**src/core/lps_pkg.sv**
```systemverilog
// Constants, types and counter helpers for the push-down stack.
// Notes on behaviour
// Stack holds up to 254 words of 4 bits, parallel in, parallel out.
// Data, read and write requests are sampled on the rising clock edge.
// Host keeps the stack clock at or below 15 MHz, 50% duty. The bench runs pclk at 125 MHz (8 ns period).
// Write only: input to output reg, output to holding, count up, store holding.
// Read only: internal read bus to output reg, holding kept, count down.
// Read bus comes from holding after a write-only cycle, else from memory.
// Read with write: input to output reg, holding and counter unchanged.
// No request: registers, counter and stored words stay unchanged.
// Output always shows the youngest written word not yet read.
// Four flags: full, almost full, empty, almost empty; almost warns one early.
// Host never writes when full and never reads when empty.
// Address counter is an up/down shift-register counter, non-binary sequence.
// Master reset clears counter, output, holding and pending write; stack empty.
// Empty is zero words, almost empty one, almost full 253, full 254.
package lps_pkg;

   localparam int unsigned LPS_WIDTH          = 4;
   localparam int unsigned LPS_DEPTH          = 254;
   localparam int unsigned LPS_AW             = 8;
   localparam int unsigned LPS_CLK_PERIOD_NS  = 8;
   localparam int unsigned LPS_HOST_CLK_MHZ   = 15;

   localparam logic [7:0]  LPS_SEED           = 8'h01;
   localparam logic [3:0]  LPS_DATA_RESET     = 4'h0;

   // Register map, byte addresses.
   localparam logic [11:0] LPS_OFF_CTRL       = 12'h000;
   localparam logic [11:0] LPS_OFF_STATUS     = 12'h004;
   localparam logic [11:0] LPS_OFF_DATA       = 12'h008;

   localparam int unsigned LPS_CTRL_EN_BIT    = 0;
   localparam int unsigned LPS_CTRL_SRST_BIT  = 1;
   localparam logic [1:0]  LPS_CTRL_RESET     = 2'h1;

   localparam int unsigned LPS_ST_FULL_BIT    = 0;
   localparam int unsigned LPS_ST_AFULL_BIT   = 1;
   localparam int unsigned LPS_ST_EMPTY_BIT   = 2;
   localparam int unsigned LPS_ST_AEMPTY_BIT  = 3;

   typedef struct packed {
      logic       wr;
      logic       rd;
      logic [3:0] data;
   } lps_req_s;

   typedef struct packed {
      logic full;
      logic almost_full;
      logic empty;
      logic almost_empty;
   } lps_flags_s;

   // One step up of the shift-register counter (taps 8,6,5,4, 255-state cycle).
   function automatic logic [7:0] lps_up(input logic [7:0] s);
      return {s[6:0], s[7] ^ s[5] ^ s[4] ^ s[3]};
   endfunction

   // Exact inverse of lps_up, so the counter can walk back down.
   function automatic logic [7:0] lps_dn(input logic [7:0] t);
      return {t[0] ^ t[6] ^ t[5] ^ t[4], t[7:1]};
   endfunction

   function automatic logic [7:0] lps_at(input int unsigned n);
      logic [7:0] s;
      s = LPS_SEED;
      for (int unsigned i = 0; i < n; i++) begin
         s = lps_up(s);
      end
      return s;
   endfunction

   localparam logic [7:0]  LPS_POS_EMPTY      = lps_at(0);
   localparam logic [7:0]  LPS_POS_AEMPTY     = lps_at(1);
   localparam logic [7:0]  LPS_POS_AFULL      = lps_at(LPS_DEPTH - 1);
   localparam logic [7:0]  LPS_POS_FULL       = lps_at(LPS_DEPTH);

endpackage

```
**src/core/lps_stack.sv**
```systemverilog
// Push-down stack core with APB control and status registers.
//
// Design decisions made here: the placing of the registers and the APB interface to the registers.
`timescale 1ns/1ns
module lps_stack (
   // Clock, reset, enable
   input  wire logic              pclk,
   input  wire logic              presetn,
   input  wire logic              ce,
   // APB slave
   input  wire logic [11:0]       paddr,
   input  wire logic              psel,
   input  wire logic              penable,
   input  wire logic              pwrite,
   input  wire logic [31:0]       pwdata,
   output logic [31:0]            prdata,
   output logic                   pready,
   output logic                   pslverr,
   // Stack side
   input  wire logic              master_reset,
   input  wire lps_pkg::lps_req_s req,
   output logic [3:0]             q,
   output lps_pkg::lps_flags_s    flags
);
   import lps_pkg::*;

   ////////////////////////////////////////////////////////////////////////////
   logic [LPS_WIDTH-1:0] mem [0:(1<<LPS_AW)-1];
   logic [3:0]           q_r;
   logic [3:0]           q_nxt;
   logic [3:0]           hold_r;
   logic [3:0]           hold_nxt;
   logic [7:0]           addr_r;
   logic [7:0]           addr_nxt;
   logic                 pend_r;
   logic                 pend_nxt;
   logic [1:0]           ctrl_r;
   logic [1:0]           ctrl_nxt;
   logic [31:0]          prdata_r;
   logic [31:0]          prdata_nxt;
   logic                 go_wr;
   logic                 go_rd;
   logic                 clr;
   logic                 bus_wr;
   logic                 hit;
   logic [3:0]           rd_bus;

   ////////////////////////////////////////////////////////////////////////////
   // Bus decode. Requests are same-clock logic and need no synchroniser.
   assign hit    = (paddr == LPS_OFF_CTRL) || (paddr == LPS_OFF_STATUS)
                   || (paddr == LPS_OFF_DATA);
   assign pready = ce;
   assign pslverr = psel && penable && !hit;
   assign bus_wr = psel && penable && pwrite && ce && (paddr == LPS_OFF_CTRL);
   assign prdata = prdata_r;

   // Soft reset from the control register acts exactly like master reset.
   assign clr   = master_reset || (bus_wr && pwdata[LPS_CTRL_SRST_BIT]);
   assign go_wr = req.wr && ctrl_r[LPS_CTRL_EN_BIT] && !clr;
   assign go_rd = req.rd && ctrl_r[LPS_CTRL_EN_BIT] && !clr;

   // The word a push displaced from the output last cycle still sits in holding, its memory copy lands now.
   assign rd_bus = pend_r ? hold_r : mem[addr_r];

   always_comb begin
      ctrl_nxt   = ctrl_r;
      prdata_nxt = prdata_r;
      if (bus_wr) begin
         ctrl_nxt = {1'b0, pwdata[LPS_CTRL_EN_BIT]};
      end
      if (psel && !penable) begin
         prdata_nxt = 32'h0000_0000;
         case (paddr)
            LPS_OFF_CTRL:   prdata_nxt[LPS_CTRL_EN_BIT] = ctrl_r[LPS_CTRL_EN_BIT];
            LPS_OFF_STATUS: prdata_nxt[3:0] = {flags.almost_empty, flags.empty,
                                               flags.almost_full, flags.full};
            LPS_OFF_DATA:   prdata_nxt[3:0] = q_r;
            default:        prdata_nxt = 32'h0000_0000;
         endcase
      end
   end

   ////////////////////////////////////////////////////////////////////////////
   // Stack datapath.
   always_comb begin
      q_nxt    = q_r;
      hold_nxt = hold_r;
      addr_nxt = addr_r;
      pend_nxt = 1'b0;
      if (clr) begin
         q_nxt    = LPS_DATA_RESET;
         hold_nxt = LPS_DATA_RESET;
         addr_nxt = LPS_POS_EMPTY;
      end else if (go_wr && !go_rd) begin
         q_nxt    = req.data;
         hold_nxt = q_r;
         addr_nxt = lps_up(addr_r);
         pend_nxt = 1'b1;
      end else if (go_rd && !go_wr) begin
         q_nxt    = rd_bus;
         addr_nxt = lps_dn(addr_r);
      end else if (go_rd && go_wr) begin
         q_nxt    = req.data;
      end
      // Otherwise nothing moves.
   end

   always_ff @(posedge pclk or negedge presetn) begin
      if (!presetn) begin
         q_r      <= 4'h0;
         hold_r   <= 4'h0;
         addr_r   <= LPS_POS_EMPTY;
         pend_r   <= 1'b0;
         ctrl_r   <= LPS_CTRL_RESET;
         prdata_r <= 32'h0000_0000;
      end else if (ce) begin
         q_r      <= q_nxt;
         hold_r   <= hold_nxt;
         addr_r   <= addr_nxt;
         pend_r   <= pend_nxt;
         ctrl_r   <= ctrl_nxt;
         prdata_r <= prdata_nxt;
      end
   end

   // The delayed store of holding replaces the clock-low write of the original.
   always_ff @(posedge pclk) begin
      if (ce && pend_r) begin
         mem[addr_r] <= hold_r;
      end
   end

   ////////////////////////////////////////////////////////////////////////////
   // Outputs. Flags decode the counter; each needs one compare, no occupancy adder.
   assign q                  = q_r;
   assign flags.empty        = (addr_r == LPS_POS_EMPTY);
   assign flags.almost_empty = (addr_r == LPS_POS_AEMPTY);
   assign flags.almost_full  = (addr_r == LPS_POS_AFULL);
   assign flags.full         = (addr_r == LPS_POS_FULL);
endmodule // lps_stack

```
**config.mk**
```make
export PLATFORM = sky130hd
export DESIGN_NAME = lps_stack
export DESIGN_NICKNAME = d
export VERILOG_FILES = /design/src/core/lps_pkg.sv /design/src/core/lps_stack.sv
export SDC_FILE = /design/constraint.sdc
export NUM_CORES = 1
export LEC_CHECK = 0
export ABC_AREA = 1
export BUFFER_PORTS_ARGS = -buffer_cell sky130_fd_sc_hd__buf_2
export CAP_MARGIN = 15
export CELL_PAD_IN_SITES_DETAIL_PLACEMENT = 0
export CELL_PAD_IN_SITES_GLOBAL_PLACEMENT = 1
export CORE_ASPECT_RATIO = 0.9
export CORE_MARGIN = 10
export CORE_UTILIZATION = 30
export DETAILED_ROUTE_END_ITERATION = 7
export GPL_TIMING_DRIVEN = 1
export PLACE_DENSITY_LB_ADDON = 0.1
export SLEW_MARGIN = 40
export SYNTH_ARGS = -nofsm -noshare
export SYNTH_HDL_FRONTEND = slang
export SYNTH_SLANG_ARGS = --single-unit
```
**constraint.sdc**
```tcl
create_clock -name pclk -period 9.05 [get_ports pclk]
set_input_delay 0 -clock pclk [delete_from_list [all_inputs] [get_ports pclk]]
set_output_delay 0 -clock pclk [all_outputs]
set_load 0.05 [all_outputs]
```
# == Word level (Yosys, flattened, before mapping) ==
# Memories as Yosys holds them, arrays and structs flattened.
# Cells that the tools add are included.
# word_totals
ff_bits,22
mem_bits_rw,1024
in_bits,57
out_inout_bits,42
elab_cells,67
n_memories,1
# op_classes
eq_ne,6
muxes,16
bitwise_logic,6
n_reduce_logical,32
# mem_list
name,words,word_bits,rd,rd_ports_with_merged_regs,write_ports,line,rtl
mem,256,4,1,0,1,lps_stack.sv:28,logic [LPS_WIDTH-1:0] mem [0:(1<<LPS_AW)-1];
# op_table
operator,n
two-way mux 4 bit,7
two-way mux 8 bit,3
logical AND 1 bit,15
equality test 12 x 3 -> 1 bit (second input constant),1
equality test 12 x 4 -> 1 bit (second input constant),1
zero test 12 bit,1
AND reduction 2 bit,5
equality test 8 x 1 -> 1 bit (second input constant),1
equality test 8 x 2 -> 1 bit (second input constant),1
equality test 8 x 7 -> 1 bit (second input constant),1
equality test 8 bit (second input constant),1
case mux 3 bit (2 select lines),1
bitwise XOR 1 bit,6
zero test 1 bit,5
two-way mux 1 bit,4
nonzero test 4 bit,1
logical OR 1 bit,3
case mux 1 bit (3 select lines),1
nonzero test 3 bit,1
nonzero test 2 bit,1

# == Longest topological paths before layout ==
# logic_depth
word_depth,13
depth_mapped,20

# == Worst setup path after synthesis ==
# No wires, ideal clock.
# synth_timing
path_type,register -> register
from,register hold_r[0]
to,memory mem[0][0] (data pin)
setup_ps,804
arrival_time_ps,3183
setup_slack_ps,5063
stages_incl_launch_ff,1
path_buffers,0
path_cell_list,dfrtp_1
# synth_rtl
element,line,rtl
start: declaration,lps_stack.sv:31,logic [3:0] hold_r;
start signal: assignment,lps_stack.sv:118,hold_r <= hold_nxt;
end: declaration,lps_stack.sv:28,
# Straight into the memory's write port.

# == Worst setup path in the final report ==
# layout_timing
from,register addr_r[0]
to,"register q_r[3], in the netlist q[3]"
# layout_via
elab_chain_len,5
# layout_lines
element,line,rtl
start: declaration,lps_stack.sv:33,logic [7:0] addr_r;
start signal: assignment,lps_stack.sv:119,addr_r <= addr_nxt;
memory read (256 x 4 bit),-,
two-way mux 4 bit,lps_stack.sv:63,assign rd_bus = pend_r ? hold_r : mem[addr_r];
two-way mux 4 bit,lps_stack.sv:99,end else if (go_rd && !go_wr) begin
two-way mux 4 bit,lps_stack.sv:94,end else if (go_wr && !go_rd) begin
two-way mux 4 bit,lps_stack.sv:90,if (clr) begin
end signal: assignment,lps_stack.sv:117,q_r <= q_nxt;
end: declaration,lps_stack.sv:29,logic [3:0] q_r;
# No other way between the ends.
# A chain may end at the register's enable or synchronous reset.

==> reports/results.tsv <==
stage	metric	value	unit
global_routing	vias in the first global route	27400	
cts	cts hold-fix bufs	48	
placement	gpl congestion	0.731	
floorplanning	Die W	419	um
layout	final instance area	49400	um2
setup_path	WP buf/inv	6	
yosys	synthesized cell area	42900	um2
setup_path	Worst R2R Path Depth	21	
layout	utilization after layout	34.8	%
setup_path	Worst Path Required	9.64	ns
floorplanning	die height	379	um
cts	Bufs on Longest Clock Path	3	
timing	RSZ-0062 raised after global routing	false	
yosys	Seq/Total Area, Yosys	72.9	%
placement	placed cell count	5637	
floorplanning	io pins	99	
timing	Pins Over Slew Limit	0	
setup_path	critical-path cell list	buf_4 -> nor2_4 -> buf_12 -> buf_16 -> nand2_1 -> nand4_1 -> nand2_1 -> nand2_1 -> o21ai_1 -> nand2_1 -> nor2_1 -> nor2_1 -> nor2_1 -> nand2_1 -> nand2_1 -> nand2_1 -> dlygate4sd3_1 -> nand2_1 -> dlygate4sd3_1 -> nand2_1 -> dlygate4sd3_1	
drt	First-pass DRT Iterations	5	
cts	H-Tree Depth	3	
power	Peak VDD IR	0.000143	V
drt	DRT Wirelength	138000	um
drt	drt initial violations	1824	
drt	Avg WL per Cell	23.4	um
timing	final hold slack	0.177	ns
timing	Setup-failing EPs final	0	
setup_path	critical path startpoint	addr_r[0]$_DFFE_PN1P_	
setup_path	Worst path depth	21	
layout	most frequent cells in the layout	nand2_1, edfxtp_1, nor2_1	
timing	Period Utilization, post-route	71.4	%
placement	Placement Cell Area	45100	um2
floorplanning	Die Area	159000	um2
global_routing	Congestion Overflow GR	0	
timing	Slew @ Worst Pin	0.838	ns
floorplanning	Core Rows	131	
timing	Final min period	6.46	ns
timing	Highest Clock Rate	0.155	GHz
yosys	Avg Inst Size Synth	11.1	um2
yosys	synth top area cells	edfxtp_1, nand2_1, nor2_1, nand4_1, dfrtp_1	
placement	DP Worst Slack	4.32	ns
setup_path	CP dominant cell by count	nand2_1	
setup_path	Worst EP arrival	7.06	ns
timing	setup TNS	0	ns
setup_path	CP max FO	86	
power	static leakage	17.9	nW
drt	vias	27600	
timing	relative slew slack	44.1	%
yosys	post-synth top area share	71.6	%
layout	most common cell after layout, fill and taps aside	nand2_1	
setup_path	r2r startpoint	addr_r[0]$_DFFE_PN1P_	
global_routing	antenna violations before repair	6	
global_routing	largest net degree at the start of global routing	145	
floorplanning	Initial Util	30.3	%
floorplanning	core area	142000	um2
yosys	Yosys reg bits	1046	
cts	CTS tree	yes	
drt	drt drc	0	
worst_hold_path	Min-Delay Path Class	in -> reg	
power	Tot Pwr	11.5	mW
yosys	Mapped Cells	3875	
cts	CTS resizes	0	
layout	Post-Layout Cell Count	5902	
setup_path	R2R setup slack	2.59	ns
cts	clk slew on worst S/H paths	0.06	ns
power	P per Cell Area	233	nW/um2
cts	TritonCTS Buffers	117	
setup_path	reg2reg end	q[3]$_DFFE_PN0P_	
global_routing	all-layer global routing usage	17.2	%
yosys	number of synthesized flops with an enable pin	1024	
cts	CTS Sinks	1046	
timing	Final WS setup	2.59	ns
cts	Worst-Skew Late Latency	0.73	ns
global_routing	first-pass GRT wire length	199000	um
setup_path	Largest stage delay, worst path	1.01	ns
setup_path	critical setup path kind	reg -> reg	
yosys	Post-synth top flop	edfxtp_1	
timing	Hold Fails Final Rpt	0	
drt	vias per cell	4.68	
yosys	ys async rst share	2.10	%
setup_path	crit start category	register	
timing	clk_skew	0.0257	ns
placement	number of I/O port buffers	40	
yosys	Synth Warn #	0	
setup_path	Setup crit end	q[3]$_DFFE_PN0P_	
setup_path	slowest CP cell	dfstp_4	
layout	Synth-to-Final Area Change	14.9	%
yosys	Unique masters post-synth	35	
placement	dpl hpwl	77100	um
yosys	Synth area leader	edfxtp_1	
setup_path	Worst path top cell family by delay	buffers and inverters	
flow_run	Max-cap violations	0	
cts	Root Driver	clkbuf_16	
cts	postcts setup bufs	0	
setup_path	critical path capture point type	register	
run_status	outcome	finished clean	
layout	share of cells above drive strength 1	7.43	%
layout	fin nets	4000	
drt	ANT nets after route	0	
[synth_stat cells, drive strengths merged (3+ instances only)]
cell,instances
inv,66
nor3,3
o21ai,108
a22oi,18
edfxtp,1024
o22ai,10
nand3,55
a21oi,57
clkinv,3
nand4,117
a211oi,3
nand2,1765
clkbuf,86
buf,139
nor2,390
dfrtp,20
[final cells by class]
class	instances	area (um2)
sequential	1046	31300
antenna	1	2.50
clock buffer	149	3140
multi-input combinational	2562	10400
tap	1862	2330
inverter	69	280
fill	14200	92600
timing repair buffer	147	1290
clock inverter	66	536
[cells by family after synthesis]
family	synth area share [%]
buffers and inverters	3.17
other	0.00873
AOI/OAI and AO/OA	2.50
xor gates and xnor gates	0.0816
DFF	72.9
and+or+nand+nor	21.3
[flip-flops by register name, indices dropped and copies added, names as in the netlist]
name and cells:
mem 1024, pend_r 1, addr_r 8, q 4
prdata 4, ctrl_r 1, hold_r 4
[power breakdown]
part / total (mW) / internal [mW] / switching, mW
sequential: 5.38 / 5.33 / 0.0504
clock: 4.64 / 2.66 / 1.98
combinational: 1.48 / 0.353 / 1.13
[worst register-to-register path: stages (launching register included)]
cell and delay, ns:
dfstp_4 1.01, buf_4 0.63, nor2_4 0.26, buf_12 0.30, buf_16 0.26, nand2_1 0.24, nand4_1 0.09, nand2_1 0.09
nand2_1 0.15, o21ai_1 0.39, nand2_1 0.10, nor2_1 0.18, nor2_1 0.06, nor2_1 0.41, nand2_1 0.23, nand2_1 0.14
nand2_1 0.05, dlygate4sd3_1 0.54, nand2_1 0.06, dlygate4sd3_1 0.56, nand2_1 0.05, dlygate4sd3_1 0.54
[worst min path at each step]
stage	to	slack, ns	depth (start not counted)	start
after floorplan	addr_r[1]$_DFFE_PN0P_	-0.30	0	presetn
after global placement	prdata[3]$_DFFE_PN0P_	0.04	1	presetn
after detailed placement	prdata[3]$_DFFE_PN0P_	0.04	1	presetn
after CTS	ctrl_r[0]$_DFFE_PN1P_	0.11	6	pwrite
after global routing	ctrl_r[0]$_DFFE_PN1P_	0.17	6	pwrite
final	ctrl_r[0]$_DFFE_PN1P_	0.18	6	pwrite
[metal layers]
layer / global-route usage [%] / share of wire (%) / vias up
li1: - / - / 13200
met1: 24.7 / 49 / 13800
met2: 27.7 / 46 / 484
met3: 2.58 / 3.9 / 148
met4: 3.30 / 1.8 / 0
met5: 0 / 0 / -
No activity file was read; power rests on OpenSTA's default activity.
